==> src/common/core_pkg.sv <==
// Shared constants, encodings and carrier types of the 8-bit core datapath.
`default_nettype none
package core_pkg;
  localparam int INSTR_W        = 12;
  localparam int DATA_W         = 8;
  localparam int FILE_W         = 5;
  localparam int PROG_DEPTH_DEF = 1024;
  localparam int DATA_DEPTH_DEF = 72;
  localparam int INSTR_COUNT    = 33;
  // Special function register addresses in the data space.
  localparam logic [DATA_W-1:0] ADDR_INDIRECT = 8'h00;
  localparam logic [DATA_W-1:0] ADDR_PC       = 8'h02;
  localparam logic [DATA_W-1:0] ADDR_STATUS   = 8'h03;
  localparam logic [DATA_W-1:0] ADDR_FSR      = 8'h04;
  localparam logic [DATA_W-1:0] ADDR_EXT_BASE = 8'h05;
  // Status register field positions.
  localparam int STATUS_C  = 0;
  localparam int STATUS_NIBBLE = 1;
  localparam int STATUS_Z  = 2;
  // Reset values.
  localparam logic [DATA_W-1:0]  W_RESET      = 8'h00;
  localparam logic [DATA_W-1:0]  STATUS_RESET = 8'h00;
  localparam logic [DATA_W-1:0]  FSR_RESET    = 8'h00;
  localparam logic [INSTR_W-1:0] IR_RESET     = 12'h000;
  // Timing: one clock edge is one instruction cycle; branches cost one refill cycle more.
  localparam int CLK_PERIOD_NS  = 100;
  localparam int CYCLE_NS_FAST  = 200;
  localparam int CYCLE_NS_SLOW  = 1000;
  localparam int EXEC_CYCLES    = (CLK_PERIOD_NS + CLK_PERIOD_NS - 1) / CLK_PERIOD_NS;
  localparam int BRANCH_CYCLES  = 2 * EXEC_CYCLES;

  typedef enum logic [3:0] {
    ALU_PASS_A,
    ALU_PASS_B,
    ALU_ADD,
    ALU_SUB,
    ALU_AND,
    ALU_OR,
    ALU_XOR,
    ALU_COM,
    ALU_INC,
    ALU_DEC,
    ALU_RRF,
    ALU_RLF,
    ALU_SWAP,
    ALU_CLR
  } alu_op_e;

  typedef struct packed {
    alu_op_e           op;
    logic [DATA_W-1:0] a;
    logic [DATA_W-1:0] b;
    logic              cin;
  } alu_in_s;

  typedef struct packed {
    logic [DATA_W-1:0] res;
    logic              c;
    logic              nibble_carry_flag;
    logic              z;
  } alu_out_s;
endpackage
`default_nettype wire

==> src/hw/core_alu.sv <==
// Combinational 8-bit ALU with carry, nibble carry and zero outputs.
`timescale 1ns/1ps
`default_nettype none
module core_alu (
  input  wire core_pkg::alu_in_s  alu_in,
  output var  core_pkg::alu_out_s alu_out
);
  import core_pkg::*;

  logic [DATA_W:0] sum;
  logic [4:0]      low;

  always_comb
  begin
    sum         = '0;
    low         = '0;
    alu_out.res = '0;
    alu_out.c   = 1'b0;
    alu_out.nibble_carry_flag = 1'b0;
    unique case (alu_in.op)
      ALU_PASS_A: alu_out.res = alu_in.a;
      ALU_PASS_B: alu_out.res = alu_in.b;
      ALU_ADD:
      begin
        sum = {1'b0, alu_in.b} + {1'b0, alu_in.a};
        low = {1'b0, alu_in.b[3:0]} + {1'b0, alu_in.a[3:0]};
        alu_out.res = sum[DATA_W-1:0];
        alu_out.c   = sum[DATA_W];
        alu_out.nibble_carry_flag = low[4];
      end
      ALU_SUB:
      begin
        sum = {1'b0, alu_in.b} + {1'b0, ~alu_in.a} + 9'h001;
        low = {1'b0, alu_in.b[3:0]} + {1'b0, ~alu_in.a[3:0]} + 5'h01;
        alu_out.res = sum[DATA_W-1:0];
        alu_out.c   = sum[DATA_W];
        alu_out.nibble_carry_flag = low[4];
      end
      ALU_AND:  alu_out.res = alu_in.a & alu_in.b;
      ALU_OR:   alu_out.res = alu_in.a | alu_in.b;
      ALU_XOR:  alu_out.res = alu_in.a ^ alu_in.b;
      ALU_COM:  alu_out.res = ~alu_in.b;
      ALU_INC:  alu_out.res = alu_in.b + 8'h01;
      ALU_DEC:  alu_out.res = alu_in.b - 8'h01;
      ALU_RRF:
      begin
        alu_out.res = {alu_in.cin, alu_in.b[DATA_W-1:1]};
        alu_out.c   = alu_in.b[0];
      end
      ALU_RLF:
      begin
        alu_out.res = {alu_in.b[DATA_W-2:0], alu_in.cin};
        alu_out.c   = alu_in.b[DATA_W-1];
      end
      ALU_SWAP: alu_out.res = {alu_in.b[3:0], alu_in.b[7:4]};
      ALU_CLR:  alu_out.res = '0;
      default:  alu_out.res = '0;
    endcase
    alu_out.z = (alu_out.res == '0);
  end
endmodule
`default_nettype wire

==> src/hw/eight_bit_risc_core_datapath.sv <==
// Two-stage 8-bit core: 12-bit fetch, decode, accumulator ALU and special registers.
//
// Overview of operation
// - Program fetch and data access use separate ports, active in the same cycle.
// - Each instruction is one 12-bit word, fetched whole every cycle.
// - Next instruction is fetched while the current one executes.
// - Non-branch instructions finish in one instruction cycle, except a skip whose test is met, which takes two.
// - Instructions that change program flow take two instruction cycles.
// - Program depth 512 or 1024 words; data depth 25, 41 or 72 bytes.
// - Special registers, program counter included, sit in data space, direct or indirect.
// - Any operation works on any register indirectly; direct addressing reaches only addresses below 32.
// - 8-bit ALU adds, subtracts, shifts and does logic on accumulator and file.
// - Arithmetic treats operands as two's complement values.
// - Two-operand uses accumulator plus file or literal; one-operand reads only the file, writing to either.
// - The 8-bit accumulator has no data address.
// - ALU updates carry, nibble carry and zero flags per instruction.
// - In subtraction carry and nibble carry mean no borrow.
`timescale 1ns/1ps
`default_nettype none
module eight_bit_risc_core_datapath #(
  parameter int PROG_DEPTH = core_pkg::PROG_DEPTH_DEF,
  parameter int DATA_DEPTH = core_pkg::DATA_DEPTH_DEF
) (
  input  wire logic                              sys_clk,
  input  wire logic                              sys_rst,
  output logic [$clog2(PROG_DEPTH)-1:0]          prog_addr,
  input  wire logic [core_pkg::INSTR_W-1:0]      prog_data,
  output logic [core_pkg::DATA_W-1:0]            data_addr,
  output logic [core_pkg::DATA_W-1:0]            data_wdata,
  output logic                                   data_we,
  input  wire logic [core_pkg::DATA_W-1:0]       data_rdata,
  output logic [core_pkg::DATA_W-1:0]            acc_value,
  output logic [core_pkg::DATA_W-1:0]            status_value,
  output logic                                   exec_valid
);
  import core_pkg::*;

  localparam int PC_W = $clog2(PROG_DEPTH);
  localparam logic [DATA_W:0] ADDR_LIMIT = 9'(ADDR_EXT_BASE) + 9'(DATA_DEPTH);

  logic [PC_W-1:0]    pc;
  logic [INSTR_W-1:0] ir;
  logic               ir_valid;
  logic [DATA_W-1:0]  w;
  logic [DATA_W-1:0]  status;
  logic [DATA_W-1:0]  fsr;

  alu_in_s            alu_in;
  alu_out_s           alu_out;
  logic [DATA_W-1:0]  eff_addr;
  logic [DATA_W-1:0]  file_val;
  logic [DATA_W-1:0]  bit_mask;
  logic               to_file;
  logic               to_w;
  logic               upd_c;
  logic               upd_nibble;
  logic               upd_z;
  logic               skip;
  logic               jump;
  logic               file_ext;
  logic [PC_W-1:0]    next_pc;
  logic               next_flush;

  core_alu u_alu (
    .alu_in  (alu_in),
    .alu_out (alu_out)
  );

  assign eff_addr = (ir[FILE_W-1:0] == '0) ? fsr : {3'b000, ir[FILE_W-1:0]};
  assign file_ext = (eff_addr >= ADDR_EXT_BASE) && ({1'b0, eff_addr} < ADDR_LIMIT);
  assign bit_mask = 8'h01 << ir[7:5];

  always_comb
  begin
    file_val = 8'h00;
    if (eff_addr == ADDR_PC)
      file_val = DATA_W'(pc);
    else if (eff_addr == ADDR_STATUS)
      file_val = status;
    else if (eff_addr == ADDR_FSR)
      file_val = fsr;
    else if (file_ext)
      file_val = data_rdata;
  end

  // Instruction decode; the indirect cell itself reads as zero, which stops self-reference loops.
  always_comb
  begin
    alu_in.op  = ALU_PASS_A;
    alu_in.a   = w;
    alu_in.b   = file_val;
    alu_in.cin = status[STATUS_C];
    to_file    = 1'b0;
    to_w       = 1'b0;
    upd_c      = 1'b0;
    upd_nibble = 1'b0;
    upd_z      = 1'b0;
    skip       = 1'b0;
    jump       = 1'b0;
    if (ir_valid)
    begin
      unique case (ir[11:10])
        2'b00:
        begin
          to_file = ir[5];
          to_w    = !ir[5];
          upd_z   = 1'b1;
          unique case (ir[9:6])
            4'h0:
            begin
              to_w  = 1'b0;
              upd_z = 1'b0;
            end
            4'h1: alu_in.op = ALU_CLR;
            4'h2:
            begin
              alu_in.op  = ALU_SUB;
              upd_c      = 1'b1;
              upd_nibble = 1'b1;
            end
            4'h3: alu_in.op = ALU_DEC;
            4'h4: alu_in.op = ALU_OR;
            4'h5: alu_in.op = ALU_AND;
            4'h6: alu_in.op = ALU_XOR;
            4'h7:
            begin
              alu_in.op  = ALU_ADD;
              upd_c      = 1'b1;
              upd_nibble = 1'b1;
            end
            4'h8: alu_in.op = ALU_PASS_B;
            4'h9: alu_in.op = ALU_COM;
            4'hA: alu_in.op = ALU_INC;
            4'hB:
            begin
              alu_in.op = ALU_DEC;
              upd_z     = 1'b0;
              skip      = (alu_out.res == '0);
            end
            4'hC:
            begin
              alu_in.op = ALU_RRF;
              upd_c     = 1'b1;
              upd_z     = 1'b0;
            end
            4'hD:
            begin
              alu_in.op = ALU_RLF;
              upd_c     = 1'b1;
              upd_z     = 1'b0;
            end
            4'hE:
            begin
              alu_in.op = ALU_SWAP;
              upd_z     = 1'b0;
            end
            4'hF:
            begin
              alu_in.op = ALU_INC;
              upd_z     = 1'b0;
              skip      = (alu_out.res == '0);
            end
          endcase
          if (ir[9:6] == 4'h1 && !ir[5])
            alu_in.op = ALU_CLR;
        end
        2'b01:
        begin
          alu_in.a = ir[8] ? bit_mask : ~bit_mask;
          unique case (ir[9:8])
            2'b00:
            begin
              alu_in.op = ALU_AND;
              to_file   = 1'b1;
            end
            2'b01:
            begin
              alu_in.op = ALU_OR;
              to_file   = 1'b1;
            end
            2'b10: skip = ((file_val & bit_mask) == '0);
            2'b11: skip = ((file_val & bit_mask) != '0);
          endcase
        end
        2'b10: jump = ir[9];
        2'b11:
        begin
          alu_in.a = ir[7:0];
          alu_in.b = ir[7:0];
          to_w     = 1'b1;
          upd_z    = (ir[9:8] != 2'b00);
          unique case (ir[9:8])
            2'b00: alu_in.op = ALU_PASS_A;
            2'b01: alu_in.op = ALU_OR;
            2'b10: alu_in.op = ALU_AND;
            2'b11: alu_in.op = ALU_XOR;
          endcase
          alu_in.b = w;
        end
      endcase
    end
  end

  assign data_addr  = eff_addr;
  assign data_wdata = alu_out.res;
  assign data_we    = to_file && file_ext;

  always_comb
  begin
    next_pc    = pc + 1'b1;
    next_flush = 1'b0;
    if (jump)
    begin
      next_pc    = PC_W'(ir[8:0]);
      next_flush = 1'b1;
    end
    else if (to_file && eff_addr == ADDR_PC)
    begin
      next_pc    = PC_W'(alu_out.res);
      next_flush = 1'b1;
    end
    else if (skip)
      next_flush = 1'b1;
  end

  always_ff @(posedge sys_clk or posedge sys_rst)
  begin
    if (sys_rst)
    begin
      pc       <= '0;
      ir       <= IR_RESET;
      ir_valid <= 1'b0;
    end
    else
    begin
      pc       <= next_pc;
      ir       <= prog_data;
      ir_valid <= !next_flush;
    end
  end
  assign prog_addr = pc;

  always_ff @(posedge sys_clk or posedge sys_rst)
  begin
    if (sys_rst)
      w <= W_RESET;
    else if (to_w)
      w <= alu_out.res;
  end

  always_ff @(posedge sys_clk or posedge sys_rst)
  begin
    if (sys_rst)
      fsr <= FSR_RESET;
    else if (to_file && eff_addr == ADDR_FSR)
      fsr <= alu_out.res;
  end

  // flag update wins over file write
  always_ff @(posedge sys_clk or posedge sys_rst)
  begin
    if (sys_rst)
      status <= STATUS_RESET;
    else
    begin
      if (to_file && eff_addr == ADDR_STATUS)
        status <= alu_out.res;
      if (upd_c)
        status[STATUS_C] <= alu_out.c;
      if (upd_nibble)
        status[STATUS_NIBBLE] <= alu_out.nibble_carry_flag;
      if (upd_z)
        status[STATUS_Z] <= alu_out.z;
    end
  end

  assign exec_valid   = ir_valid;
  assign acc_value    = w;
  assign status_value = status;
endmodule
`default_nettype wire

==> config.mk <==
export PLATFORM = sky130hd
export DESIGN_NAME = eight_bit_risc_core_datapath
export DESIGN_NICKNAME = d
export VERILOG_FILES = /design/src/common/core_pkg.sv /design/src/hw/core_alu.sv /design/src/hw/eight_bit_risc_core_datapath.sv
export SDC_FILE = /design/constraint.sdc
export NUM_CORES = 1
export LEC_CHECK = 0
export BUFFER_PORTS_ARGS = -buffer_cell sky130_fd_sc_hd__buf_2
export CAP_MARGIN = 20
export CORE_UTILIZATION = 65
export CTS_CLUSTER_SIZE = 30
export DETAILED_ROUTE_END_ITERATION = 10
export HOLD_SLACK_MARGIN = 0.1
export PLACE_DENSITY = 0.88
export SLEW_MARGIN = 20
export SYNTH_ARGS = -nofsm -noshare
export SYNTH_HDL_FRONTEND = slang
export SYNTH_SLANG_ARGS = --single-unit
==> constraint.sdc <==
create_clock -name sys_clk -period 10.06 [get_ports sys_clk]
set_input_delay 0.503 -clock sys_clk [delete_from_list [all_inputs] [get_ports sys_clk]]
set_output_delay 0.503 -clock sys_clk [all_outputs]
set_load 0.02 [all_outputs]
== Word-level counts from Yosys, hierarchy flattened ==
Cells that the tools add are included.

* Memories: 0
* Logic and storage cells: 139
* Memory bits (read-only): 0
* Bits in latches: 0
* Flip-flop bits (word level): 47
* Memory bits (writable): 0
* Bits of input ports: 22

* Muxes and demuxes: 47
* $mul: 0
* Shift operators: 1
* Equal/unequal tests: 36
* Reductions and logical operators: 27
* Bitwise operators: 8
* Div/mod/pow operators: 0
* Order comparisons: 2
* $add $sub $neg: 9

{| class="wikitable"
|+ Operators by type and width
! kind !! count
|-
| case mux 8 bit (13 select lines) || 1
|-
| 2-to-1 mux 8 bit || 7
|-
| equality test 4 bit, second input constant || 13
|-
| case mux 4 bit (13 select lines) || 1
|-
| equality test 4 x 3 -> 1 bit, second input constant || 8
|-
| inverter 8 bit || 3
|-
| 2-to-1 mux 1 bit || 22
|-
| 2-to-1 mux 10 bit || 2
|-
| 2-to-1 mux 20 bit || 1
|-
| adder 8 x 8 -> 9 bit || 2
|-
| AND 8 bit || 2
|-
| equality test 4 x 2 -> 1 bit, second input constant || 4
|-
| equality test 8 x 2 -> 1 bit, second input constant || 2
|-
| logical NOT 8 bit || 2
|-
| case mux 4 bit (4 select lines) || 1
|-
| case mux 8 bit (2 select lines) || 1
|-
| case mux 1 bit (2 select lines) || 6
|-
| case mux 4 bit (3 select lines) || 1
|-
| adder 10 x 1 -> 10 bit, second input constant || 1
|-
| adder 4 x 4 -> 5 bit || 2
|-
| OR reduction 2 bit || 5
|-
| adder 9 x 1 -> 9 bit, second input constant || 1
|-
| adder 8 x 1 -> 8 bit, second input constant || 1
|-
| equality test 2 bit, second input constant || 4
|-
| 24 further kinds || 37
|}

== Depth between registers and ports, before layout ==
Gate-level depths: netlist (run 1).

* Depth in word-level cells: 22
* Depth in mapped cells: 20
* Mapped depth without buffers: 19

== Modules after synthesis ==
From an unflattened synthesis (run 1), not the netlist that was laid out.

* Cell total of the unflattened synthesis: 689
* Area total of the unflattened synthesis: 5,430.2 um^2

{| class="wikitable"
|+ By module, submodules not included
! module !! times used !! area an instance (um^2) !! cells an instance !! sequential area each (um^2)
|-
| eight_bit_risc_core_datapath || 1 || 3,432.0 || 393 || 1,176.1
|-
| core_alu || 1 || 1,998.2 || 296 || 0.0
|}

== Least setup slack after synthesis (run 1) ==
Ideal clock, no wire load.

* Path kind: reg-to-reg
* Start point: reg ir[1]
* End point: reg ir_valid (netlist: exec_valid)
* Required time: 9.927 ns
* Setup slack: 4.998 ns
* Library setup time: 0.133 ns
* Cell stages (with the launch flop): 20
* Arrival: 4.928 ns
* Buffers on the path: 1
* Cell sequence: dfrtp_1 -> buf_6 -> or4_4 -> o41ai_4 -> mux2_4 -> a32oi_1 -> o31a_1 -> ha_1 -> inv_1 -> fa_1 -> nor3b_1 -> a211o_1 -> a21oi_1 -> o21bai_1 -> mux2i_1 -> mux2i_1 -> nand4_1 -> or4_4 -> nor3_2 -> a211oi_1

* Cells in the longest elaborated chain, start to end: 21
* Elaborated cells between the ends (all ways): 39
* Those cells by class: add/sub: 5; order compare: 2; eq/ne: 3; mux: 16; bitwise: 6; reduce/logical: 7

{| class="wikitable"
|+ Ends and longest elaborated chain
! element !! line !! source
|-
| from (decl) || eight_bit_risc_core_datapath.sv:42 || <nowiki>logic [INSTR_W-1:0] ir;</nowiki>
|-
| from (signal assigned) || eight_bit_risc_core_datapath.sv:237 || <nowiki>ir <= prog_data;</nowiki>
|-
| logical NOT 5 bit || eight_bit_risc_core_datapath.sv:69 || <nowiki>assign eff_addr = (ir[FILE_W-1:0] == '0) ? fsr : {3'b000, ir[FILE_W-1:0]};</nowiki>
|-
| 2-to-1 mux 8 bit || eight_bit_risc_core_datapath.sv:69 ||
|-
| >= comparator 8 x 3 -> 1 bit or less-than comparator 8 x 7 -> 1 bit (tied branches) || eight_bit_risc_core_datapath.sv:70 || <nowiki>assign file_ext = (eff_addr >= ADDR_EXT_BASE) && ({1'b0, eff_addr} < ADDR_LIMIT);</nowiki>
|-
| logical AND 1 bit || eight_bit_risc_core_datapath.sv:70 ||
|-
| 2-to-1 mux 8 bit || eight_bit_risc_core_datapath.sv:82 || <nowiki>else if (file_ext)</nowiki>
|-
| 2-to-1 mux 8 bit || eight_bit_risc_core_datapath.sv:80 || <nowiki>else if (eff_addr == ADDR_FSR)</nowiki>
|-
| 2-to-1 mux 8 bit || eight_bit_risc_core_datapath.sv:78 || <nowiki>else if (eff_addr == ADDR_STATUS)</nowiki>
|-
| 2-to-1 mux 8 bit || eight_bit_risc_core_datapath.sv:76 || <nowiki>if (eff_addr == ADDR_PC)</nowiki>
|-
| (+5 left out) || -- ||
|-
| named net data_wdata (one bit) || eight_bit_risc_core_datapath.sv:29 || <nowiki>output logic [core_pkg::DATA_W-1:0] data_wdata,</nowiki>
|-
| logical NOT 8 bit (*) || eight_bit_risc_core_datapath.sv:138, eight_bit_risc_core_datapath.sv:161 ||
|-
| 2-to-1 mux 1 bit (*) || -- ||
|-
| case mux 1 bit (2 select lines) (*) || eight_bit_risc_core_datapath.sv:102 || <nowiki>unique case (ir[11:10])</nowiki>
|-
| 2-to-1 mux 1 bit (*) || eight_bit_risc_core_datapath.sv:100 || <nowiki>if (ir_valid)</nowiki>
|-
| 2-to-1 mux 1 bit (*) || eight_bit_risc_core_datapath.sv:222 || <nowiki>else if (skip)</nowiki>
|-
| 2-to-1 mux 1 bit (*) || eight_bit_risc_core_datapath.sv:217 || <nowiki>else if (to_file && eff_addr == ADDR_PC)</nowiki>
|-
| 2-to-1 mux 1 bit (*) || eight_bit_risc_core_datapath.sv:212 || <nowiki>if (jump)</nowiki>
|-
| logical NOT 1 bit (*) || eight_bit_risc_core_datapath.sv:238 || <nowiki>ir_valid <= !next_flush;</nowiki>
|-
| to (signal assigned) || eight_bit_risc_core_datapath.sv:238 ||
|-
| to (decl) || eight_bit_risc_core_datapath.sv:43 || <nowiki>logic ir_valid;</nowiki>
|}

The timed path passes the listed nets; every way through them passes the cells marked *.
A chain may end at the register's enable or synchronous reset.

== Worst setup path after layout (run 1) ==
* Start point: reg ir[6]
* End point: out data_wdata[5] (netlist bit)

* Cells in the longest elaborated chain, start to end: 9
* Elaborated cells between the ends (all ways): 47
* Those cells by class: add/sub: 3; eq/ne: 27; shift: 1; mux: 7; bitwise: 5; reduce/logical: 4

{| class="wikitable"
|+ Ends and longest elaborated chain
! element !! line !! source
|-
| left shift 1 x 3 -> 8 bit || eight_bit_risc_core_datapath.sv:71 || <nowiki>assign bit_mask = 8'h01 << ir[7:5];</nowiki>
|-
| inverter 8 bit || eight_bit_risc_core_datapath.sv:169 || <nowiki>alu_in.a = ir[8] ? bit_mask : ~bit_mask;</nowiki>
|-
| 2-to-1 mux 8 bit || eight_bit_risc_core_datapath.sv:169 ||
|-
| case mux 8 bit (2 select lines) || eight_bit_risc_core_datapath.sv:102 ||
|-
| 2-to-1 mux 20 bit (*) || eight_bit_risc_core_datapath.sv:100 ||
|-
| inverter 8 bit || core_alu.sv:33 || <nowiki>sum = {1'b0, alu_in.b} + {1'b0, ~alu_in.a} + 9'h001;</nowiki>
|-
| adder 8 x 8 -> 9 bit || core_alu.sv:33 ||
|-
| adder 9 x 1 -> 9 bit || core_alu.sv:33 ||
|-
| case mux 8 bit (13 select lines) (*) || core_alu.sv:20 || <nowiki>unique case (alu_in.op)</nowiki>
|-
| to (decl) || eight_bit_risc_core_datapath.sv:29 ||
|}

Mark *: on every way between the ends. The rest lies on a longest branch, timed or not.

==> impl_metrics.toml, run 1 <==
[setup_path]
path_cells = "nor3b_1, o21ai_1, nor3_1, nand2_1, nor2_1, ha_1, a31o_2, a21o_1, nor3_1, a211oi_1, a211oi_1, xnor2_1, o2111ai_1, buf_2"
rr_worst_depth = 18
end_kind = "primary output"
crit_start = "ir[6]"
crit_arrival_ns = 6.25
start_kind = "register"
r2r_start = "ir[3]"
cp.required_ns = 9.56
crit_path_end = "data_wdata[5]"
crit_type = "register to primary output"
r2r_setup_slack_ns = 3.86
path_max_fanout = 20
r2r-end = "exec_valid"
max_stage_delay_ns = 0.86
slowest_stage = "nor3_1"

[timing]
whs_ns = 0.272
finalCritPeriodShare_pct = 67.1
finalClockSkew_ns = 0.0223
min_period_ns = 6.75
setup_tns_ns = 0
report.final.slew_viol_count = 0
slew_headroom_pct = 22.8
hold_viol = 0
tightest_slew_ns = 1.15
fmax_mhz = 148
rsz0062_at_grt = "no"
setup-violations-final = 0

[run_status]
status = "complete, no violations"

[final_layout]
diodes = 0
drive_gt1_share_pct = 17.8
syn2layout_area_growth_pct = 9.00
fillers = 631
fin_nets = 777
seq_area_mm2 = 0.00118
multi_input_area_mm2 = 0.00400
fin_util_pct = 72.6

[die]
die_height_um = 93.6
num_rows = 33
fp.dieArea_mm2 = 0.00875
core-area_mm2 = 0.00818
pin_count = 66
start_util_pct = 66.6
fp.dieW_um = 93.6

[place]
port_buffers = 65
routabilityCongestion = 0.980
hpwl_um = 14500

[logic_synthesis]
yosys-top-cells-area = "dfrtp_1 22%, ha_1 8.7%, mux2_2 4.3%"
ys_async_sr_fraction_pct = 100
syn_inst = 673
netlist_area_mm2 = 0.00545
synth_flop_cell = "dfrtp_1"
synth-seq-cells = 47
netlist-cell-type-count = 77
synth_nets = 736
synth_edf_count = 0
synth_top_area_cell = "dfrtp_1"
ys_warn_count = 0
synth_area_per_cell_um2 = 8.09
yosysSeqAreaShare_pct = 21.6
netlist.area_leader.share_pct = 21.6

[cts]
postCtsHoldBufs = 0
cts_sinks = 47
ctsLongestPathBuffers = 2
numCtsBuffers = 5
cts_tree = "built"
cts_root_buf = "clkbuf_8"
clock_latency_ns = 0.33
post_cts_buffers = 0
clkTransAtPathRegs_ns = 0.12
h-tree-depth = 2
cts_resized = 0

[drt]
drc = 0
dr.pass1.iters = 10
wl_per_cell_um = 24.2
drt_wl_total_um = 19800
drt_first_iter_violations = 973
vias = 6043
drtAntennaViolNets = 0
vias_per_cell = 7.37

[worst_hold_path]
worstHoldStart = "prog_data[4]"
hp-class = "primary input to register"

[global_route]
gr-total-overflow = 0
antenna_found_initial = 0
grt_pass1_wl_um = 30400
grt_pass1_vias = 5715
grt_max_degree = 48
gr-usage-all-layers_pct = 45.8

[power]
power_density_mw_per_mm2 = 215
p_leak_nw = 2.62
finalPower_mw = 1.28
vdd_ir_drop_max_v = 0.000151

[flow_run]
drv_cap = 0
## cells in the final DEF (no fill, tap or decap), drive strengths merged, types with 6 or more instances in the layout
master  instances
o211ai          6
ha             38
nor4            7
and2            8
o21ai          39
o32ai           6
or3             7
a32oi          12
o21a            7
nor3           26
a221oi          7
o31ai           6
buf            71
a211oi         15
nor2           55
mux2           22
or2             6
mux2i          15
nor3b           8
a21oi          36
xnor2          22
xor2            6
dfrtp          47
a21o           10
inv            33
and3           11
nand3          19
nand2          54
nand4           7
nor2b          10
## layout make-up
type / count / share of cell area, %
Sequential cell: 47 / 19.8
Clock inverter: 3 / 1.20
Clock buffer: 5 / 1.16
Tap cell: 105 / 2.21
Timing Repair Buffer: 71 / 6.24
Multi-Input combinational cell: 556 / 67.3
Inverter: 33 / 2.11
## metal layers
layer  vias to the layer above  wire length (µm)  part of all wire (%)  global-route usage (%)
met4                         0              1130                   5.7                    22.8
met3                       119              2460                    12                    10.5
met1                      2818              7770                    39                    61.5
li1                       2620                 -                     -                       -
met5                         -                 0                     0                       0
met2                       486              8470                    43                    68.8
## per-stage QoR
| stage | worst slack (ns) | instances | area (µm²) |
|---|---|---|---|
| global placement | 4.23 | 812 | 5800 |
| global route | 3.05 | 820 | 5940 |
| floorplan | 5.00 | 673 | 5450 |
| finish | 3.31 | 820 | 5940 |
| detailed placement | 3.97 | 812 | 5800 |
| CTS | 3.57 | 820 | 5940 |
## cells in the mapped netlist (all sizes together) (6+ instances only)
cell type / n
a211oi: 15
a21o: 10
a21oi: 36
a221oi: 7
a32oi: 12
and2: 8
and3: 11
buf: 9
clkbuf: 28
dfrtp: 47
ha: 38
inv: 33
mux2: 22
mux2i: 15
nand2: 54
nand3: 19
nand4: 7
nor2: 55
nor2b: 10
nor3: 26
nor3b: 8
nor4: 7
o211ai: 6
o21a: 7
o21ai: 39
o31ai: 6
o32ai: 6
or2: 6
or3: 7
xnor2: 22
xor2: 6
## worst max-delay path: cells and delay by family, from the launching register on
kind,cells,cell delay [ns]
adder cells (fa/ha/maj),1,0.34
XOR/XNOR,1,0.14
AND/OR/NAND/NOR,5,2.33
flip-flops,1,0.77
buffers and inverters,1,0.31
AO/OA/AOI/OAI,6,2.04
## how the worst min path moves through the flow
stage          cells past startpoint            to  slack (ns)
6_report                           1         ir[4]        0.27
3_5_place_dp                       2  prog_addr[9]        0.52
3_3_place_gp                       2  prog_addr[9]        0.53
2_1_floorplan                      0         ir[0]        0.53
4_1_cts                            1         ir[2]        0.28
5_1_grt                            1         ir[2]        0.27
## report_power, final
| part | switching (mW) | total, mW | internal [mW] |
|---|---|---|---|
| Combinational | 0.467 | 0.743 | 0.276 |
| Clock | 0.0820 | 0.183 | 0.101 |
| Sequential | 0.110 | 0.353 | 0.242 |
| Total | 0.660 | 1.28 | 0.620 |
## flip-flops by register name (all words and copies together) (netlist names)
register,flops
ir,12
prog_addr,10
acc_value,8
fsr,8
status_value,8
exec_valid,1
## kinds of logic after synthesis
logic type | Yosys count | share of synthesized area [%]
simple gates | 236 | 22.2
compound gates | 214 | 29.4
buf+inv | 70 | 5.08
flops | 47 | 21.6
fa+ha+maj | 41 | 9.83
mux | 37 | 7.37
xor+xnor | 28 | 4.50
No activity file was read; power rests on OpenSTA's default activity.
==> inputs of run 2 (changes only) <==
CORE_UTILIZATION = 54   (was 65)
PLACE_DENSITY = 0.78   (was 0.88)
clock period = 5.9 ns   (was 10.06 ns; I/O delays follow)
==> impl_metrics.toml, run 2 (synthesized netlist as in run 1, its figures left out) <==
[drt]
vias = 6080
drc = 0
drt_wl_total_um = 21100
dr.pass1.iters = 6
vias_per_cell = 6.92
drtAntennaViolNets = 0
drt_first_iter_violations = 708
wl_per_cell_um = 24.0

[final_layout]
final_cell_mix = "65 x buf_2, 55 x nor2_1, 54 x nand2_1"
diodes = 0
fin_nets = 807
syn2layout_area_growth_pct = 13.6
largest_register_ffs = 12
drive_gt1_share_pct = 19.6
final_cells = 878
top_register = "ir"
fin_util_pct = 63.3
layout_commonest_cell = "buf_2"

[global_route]
gr-total-overflow = 0
grt_pass1_vias = 5635
antenna_found_initial = 0
grt_pass1_wl_um = 32100
gr-usage-all-layers_pct = 41.3
grt_max_degree = 48

[timing]
report.final.slew_viol_count = 0
setup_tns_ns = 0
fmax_mhz = 181
finalWorstSetupSlack_ns = 0.367
setup-violations-final = 0
hold_viol = 0
finalCritPeriodShare_pct = 93.8
rsz0062_at_grt = "no"
min_period_ns = 5.53
tightest_slew_ns = 1.06
finalClockSkew_ns = 0.0208
slew_headroom_pct = 28.9

[cts]
cts_tree = "built"
post_cts_buffers = 0
numCtsBuffers = 5
clock_latency_ns = 0.32
clkTransAtPathRegs_ns = 0.11
h-tree-depth = 2
cts_root_buf = "clkbuf_8"
cts_sinks = 47
ctsLongestPathBuffers = 2

[die]
num_rows = 36
start_util_pct = 55.7
fp.dieW_um = 102
die_height_um = 102
core-area_mm2 = 0.00977
pin_count = 66
fp.dieArea_mm2 = 0.0105

[run_status]
status = "complete, no violations"

[place]
routabilityCongestion = 1.01
post-place-ws_ns = 0.706
port_buffers = 65
hpwl_um = 16000
post-place-cells = 858

[power]
vdd_ir_drop_max_v = 0.000282
power_density_mw_per_mm2 = 344
p_leak_nw = 2.74

[setup_path]
start_kind = "register"
crit_arrival_ns = 5.24
crit_type = "register to primary output"
cp.required_ns = 5.61
end_kind = "primary output"
path_max_fanout = 10

[worst_hold_path]
hp-class = "primary input to async pin"

[flow_run]
drv_cap = 0
run 2: routing by layer:
metal  up-vias  wire, µm  GRT usage, %
met1      2884      8270          56.1
li1       2681         -             -
met5         -         0             0
met3        94      2620          10.1
met2       421      9190          61.8
met4         0      1030          18.6
run 2: stage by stage:
step           cell area (µm²)  hold slack (ns)  total power, mW
6_report                  6190           0.0908             2.13
3_3_place_gp              5970            0.403             1.84
5_1_grt                   6190            0.169             2.24
4_1_cts                   6190            0.229             2.08
3_5_place_dp              5970            0.404             1.86
2_1_floorplan             5450            0.326             1.39
run 2: final cells by class:
cell class                      instances  area (µm²)
Multi-Input combinational cell        556        4000
Fill cell                             855        3590
Sequential cell                        47        1180
Timing Repair Buffer                  101         626
Tap cell                              133         166
Inverter                               33         125
Clock buffer                            5        68.8
Clock inverter                          3        26.3
run 2: power by group:
group          switching (mW)  total, mW  internal [mW]
Clock                   0.128      0.216         0.0875
Sequential              0.186      0.599          0.413
Combinational           0.815       1.31          0.499
Total                    1.13       2.13           1.00
run 2: worst max-delay path, stage by stage, from the launching register on:
cell and delay (ns):
dfrtp_1 0.64, nor3_2 0.17, a21oi_2 0.38, inv_2 0.17
nor3_1 0.46, o2bb2ai_1 0.21, a31o_2 0.25, inv_1 0.19
ha_1 0.43, inv_1 0.13, a221oi_1 0.39, mux2i_1 0.15
xnor2_1 0.16, a211oi_1 0.39, o2111ai_1 0.33, buf_4 0.27
buf_2 0.16
run 2: what timing repair did:
item	4_1_cts	5_1_grt
endpoints found under the hold margin	12	0
endpoints found under the setup margin	0	0
hold buffers	12	0
gates resized for setup	0	0
run 2: path summary, 6_finish.rpt:
kind                            startpoint  depth (start not counted)  slack [ns]              end
max in group asynchronous          sys_rst                          2        5.28     acc_value[1]
min in group sys_clk       status_value[7]                          1        0.57  status_value[7]
min                                sys_rst                          2        0.09     prog_addr[2]
max reg2reg                          ir[3]                         18        0.53  status_value[2]
min reg2reg                status_value[7]                          1        0.57  status_value[7]
max                                  ir[2]                         16        0.37    data_wdata[5]
==> inputs of run 3 (changes only) <==
CORE_UTILIZATION = 50   (was 54)
PLACE_DENSITY = 0.73   (was 0.78)
RECOVER_POWER = 50   (was not set)
==> impl_metrics.toml, run 3 (synthesized netlist as in run 1, its figures left out) <==
[drt]
drt_first_iter_violations = 640
dr.pass1.iters = 8
vias = 6082
drtAntennaViolNets = 0
drc = 0
vias_per_cell = 6.89
drt_wl_total_um = 21300
wl_per_cell_um = 24.2

[power]
power_density_mw_per_mm2 = 347
finalPower_mw = 2.16
p_leak_nw = 2.73
vdd_ir_drop_max_v = 0.000231

[timing]
finalWorstSetupSlack_ns = 0.133
report.final.slew_viol_count = 48
tightest_slew_ns = 2.11
hold_viol = 0
finalClockSkew_ns = 0.0171
min_period_ns = 5.77
setup_tns_ns = 0
finalCritPeriodShare_pct = 97.7
slew_headroom_pct = -41.6
setup-violations-final = 0
fmax_mhz = 173

[place]
dpl_cell_area_mm2 = 0.00599
hpwl_um = 16100
post-place-cells = 863
routabilityCongestion = 0.986
port_buffers = 65
post-place-ws_ns = 0.509

[setup_path]
r2r_setup_slack_ns = 0.36
end_kind = "primary output"
crit_type = "register to primary output"
rr_worst_depth = 18
r2r-end = "exec_valid"
crit_arrival_ns = 5.47
start_kind = "register"
r2r_start = "ir[3]"
path_max_fanout = 12
cp.required_ns = 5.61

[cts]
clock_latency_ns = 0.33
cts_sinks = 47
h-tree-depth = 2
clkTransAtPathRegs_ns = 0.10
ctsLongestPathBuffers = 2
cts_root_buf = "clkbuf_8"
numCtsBuffers = 5
cts_tree = "built"
post_cts_buffers = 0

[global_route]
antenna_found_initial = 0
grt_pass1_vias = 5664
gr-usage-all-layers_pct = 37.7
gr-total-overflow = 0
grt_max_degree = 48
grt_pass1_wl_um = 32300

[run_status]
failed_checks = "capacitance limit, slew limit"
status = "finished with violations"

[final_layout]
stdcell_area_mm2 = 0.00623
syn2layout_area_growth_pct = 14.3
final_cell_mix = "56 x buf_2, 55 x nor2_1, 54 x nand2_1"
seq_area_mm2 = 0.00118
diodes = 0
top_register = "ir"
fin_nets = 809
fillers = 983
drive_gt1_share_pct = 18.9
largest_register_ffs = 12
multi_input_area_mm2 = 0.00401
final_cells = 883
layout_commonest_cell = "buf_2"

[die]
fp.dieArea_mm2 = 0.0113
pin_count = 66
fp.dieW_um = 106
start_util_pct = 52.1
core-area_mm2 = 0.0105
die_height_um = 106
num_rows = 37

[worst_hold_path]
hp-class = "primary input to async pin"

[flow_run]
drv_cap = 1
## run 3: repair_timing
action	in CTS	in global routing
hold endpoints to repair	12	0
setup endpoints to repair	0	1
hold buffers	12	0
gates resized for setup	0	3
## run 3: cell type report
type / count / area share (%)
multi-input combinational: 556 / 64.4
sequential: 47 / 18.9
timing repair buffer: 103 / 10.1
tap: 136 / 2.73
inverter: 33 / 2.01
clock buffer: 5 / 1.11
clock inverter: 3 / 0.764
## run 3: how the worst max path moves through the flow
| stage | from | end | slack (ns) | cells after the start |
|---|---|---|---|---|
| 2_1_floorplan | ir[1] | exec_valid | 0.84 | 19 |
| 3_3_place_gp | ir[3] | exec_valid | 0.54 | 16 |
| 3_5_place_dp | ir[3] | exec_valid | 0.51 | 17 |
| 4_1_cts | ir[3] | data_wdata[5] | 0.15 | 15 |
| 5_1_grt | ir[4] | data_wdata[5] | -0.006 | 16 |
| 6_report | ir[4] | data_wdata[5] | 0.13 | 16 |
## run 3: per-layer routing
layer  GRT usage [%]  share of wire [%]  wire, µm  vias to the layer above
met2            57.3                 45      9520                      392
met5               0                  0         0                        -
li1                -                  -         -                     2685
met3            9.56                 12      2550                       73
met1            50.1                 39      8340                     2932
met4            17.3                4.3       921                        0
## run 3: metrics by stage
stage               hold slack (ns)  utilization (%)
floorplan                     0.326                -
global placement              0.404             57.3
detailed placement            0.404             57.3
CTS                           0.220             59.5
global route                  0.574             59.5
finish                        0.502             59.5
## run 3: critical path, cell delays in order, from the launching register on
cell	delay, ns
dfrtp_1	0.66
nor3_2	0.18
a21oi_2	0.41
inv_2	0.20
nor3_1	0.56
o2bb2ai_1	0.21
a31o_2	0.23
inv_1	0.18
ha_1	0.42
inv_1	0.13
a221oi_1	0.40
mux2i_1	0.15
xnor2_1	0.16
a211oi_1	0.40
o2111ai_1	0.38
buf_4	0.29
buf_2	0.16
## run 3: power breakdown
group / internal (mW) / switching, mW / leakage, nW
Clock: 0.129 / 0.129 / 0.0587
Combinational: 0.498 / 0.813 / 2.08
Sequential: 0.414 / 0.178 / 0.584
Total: 1.04 / 1.12 / 2.73
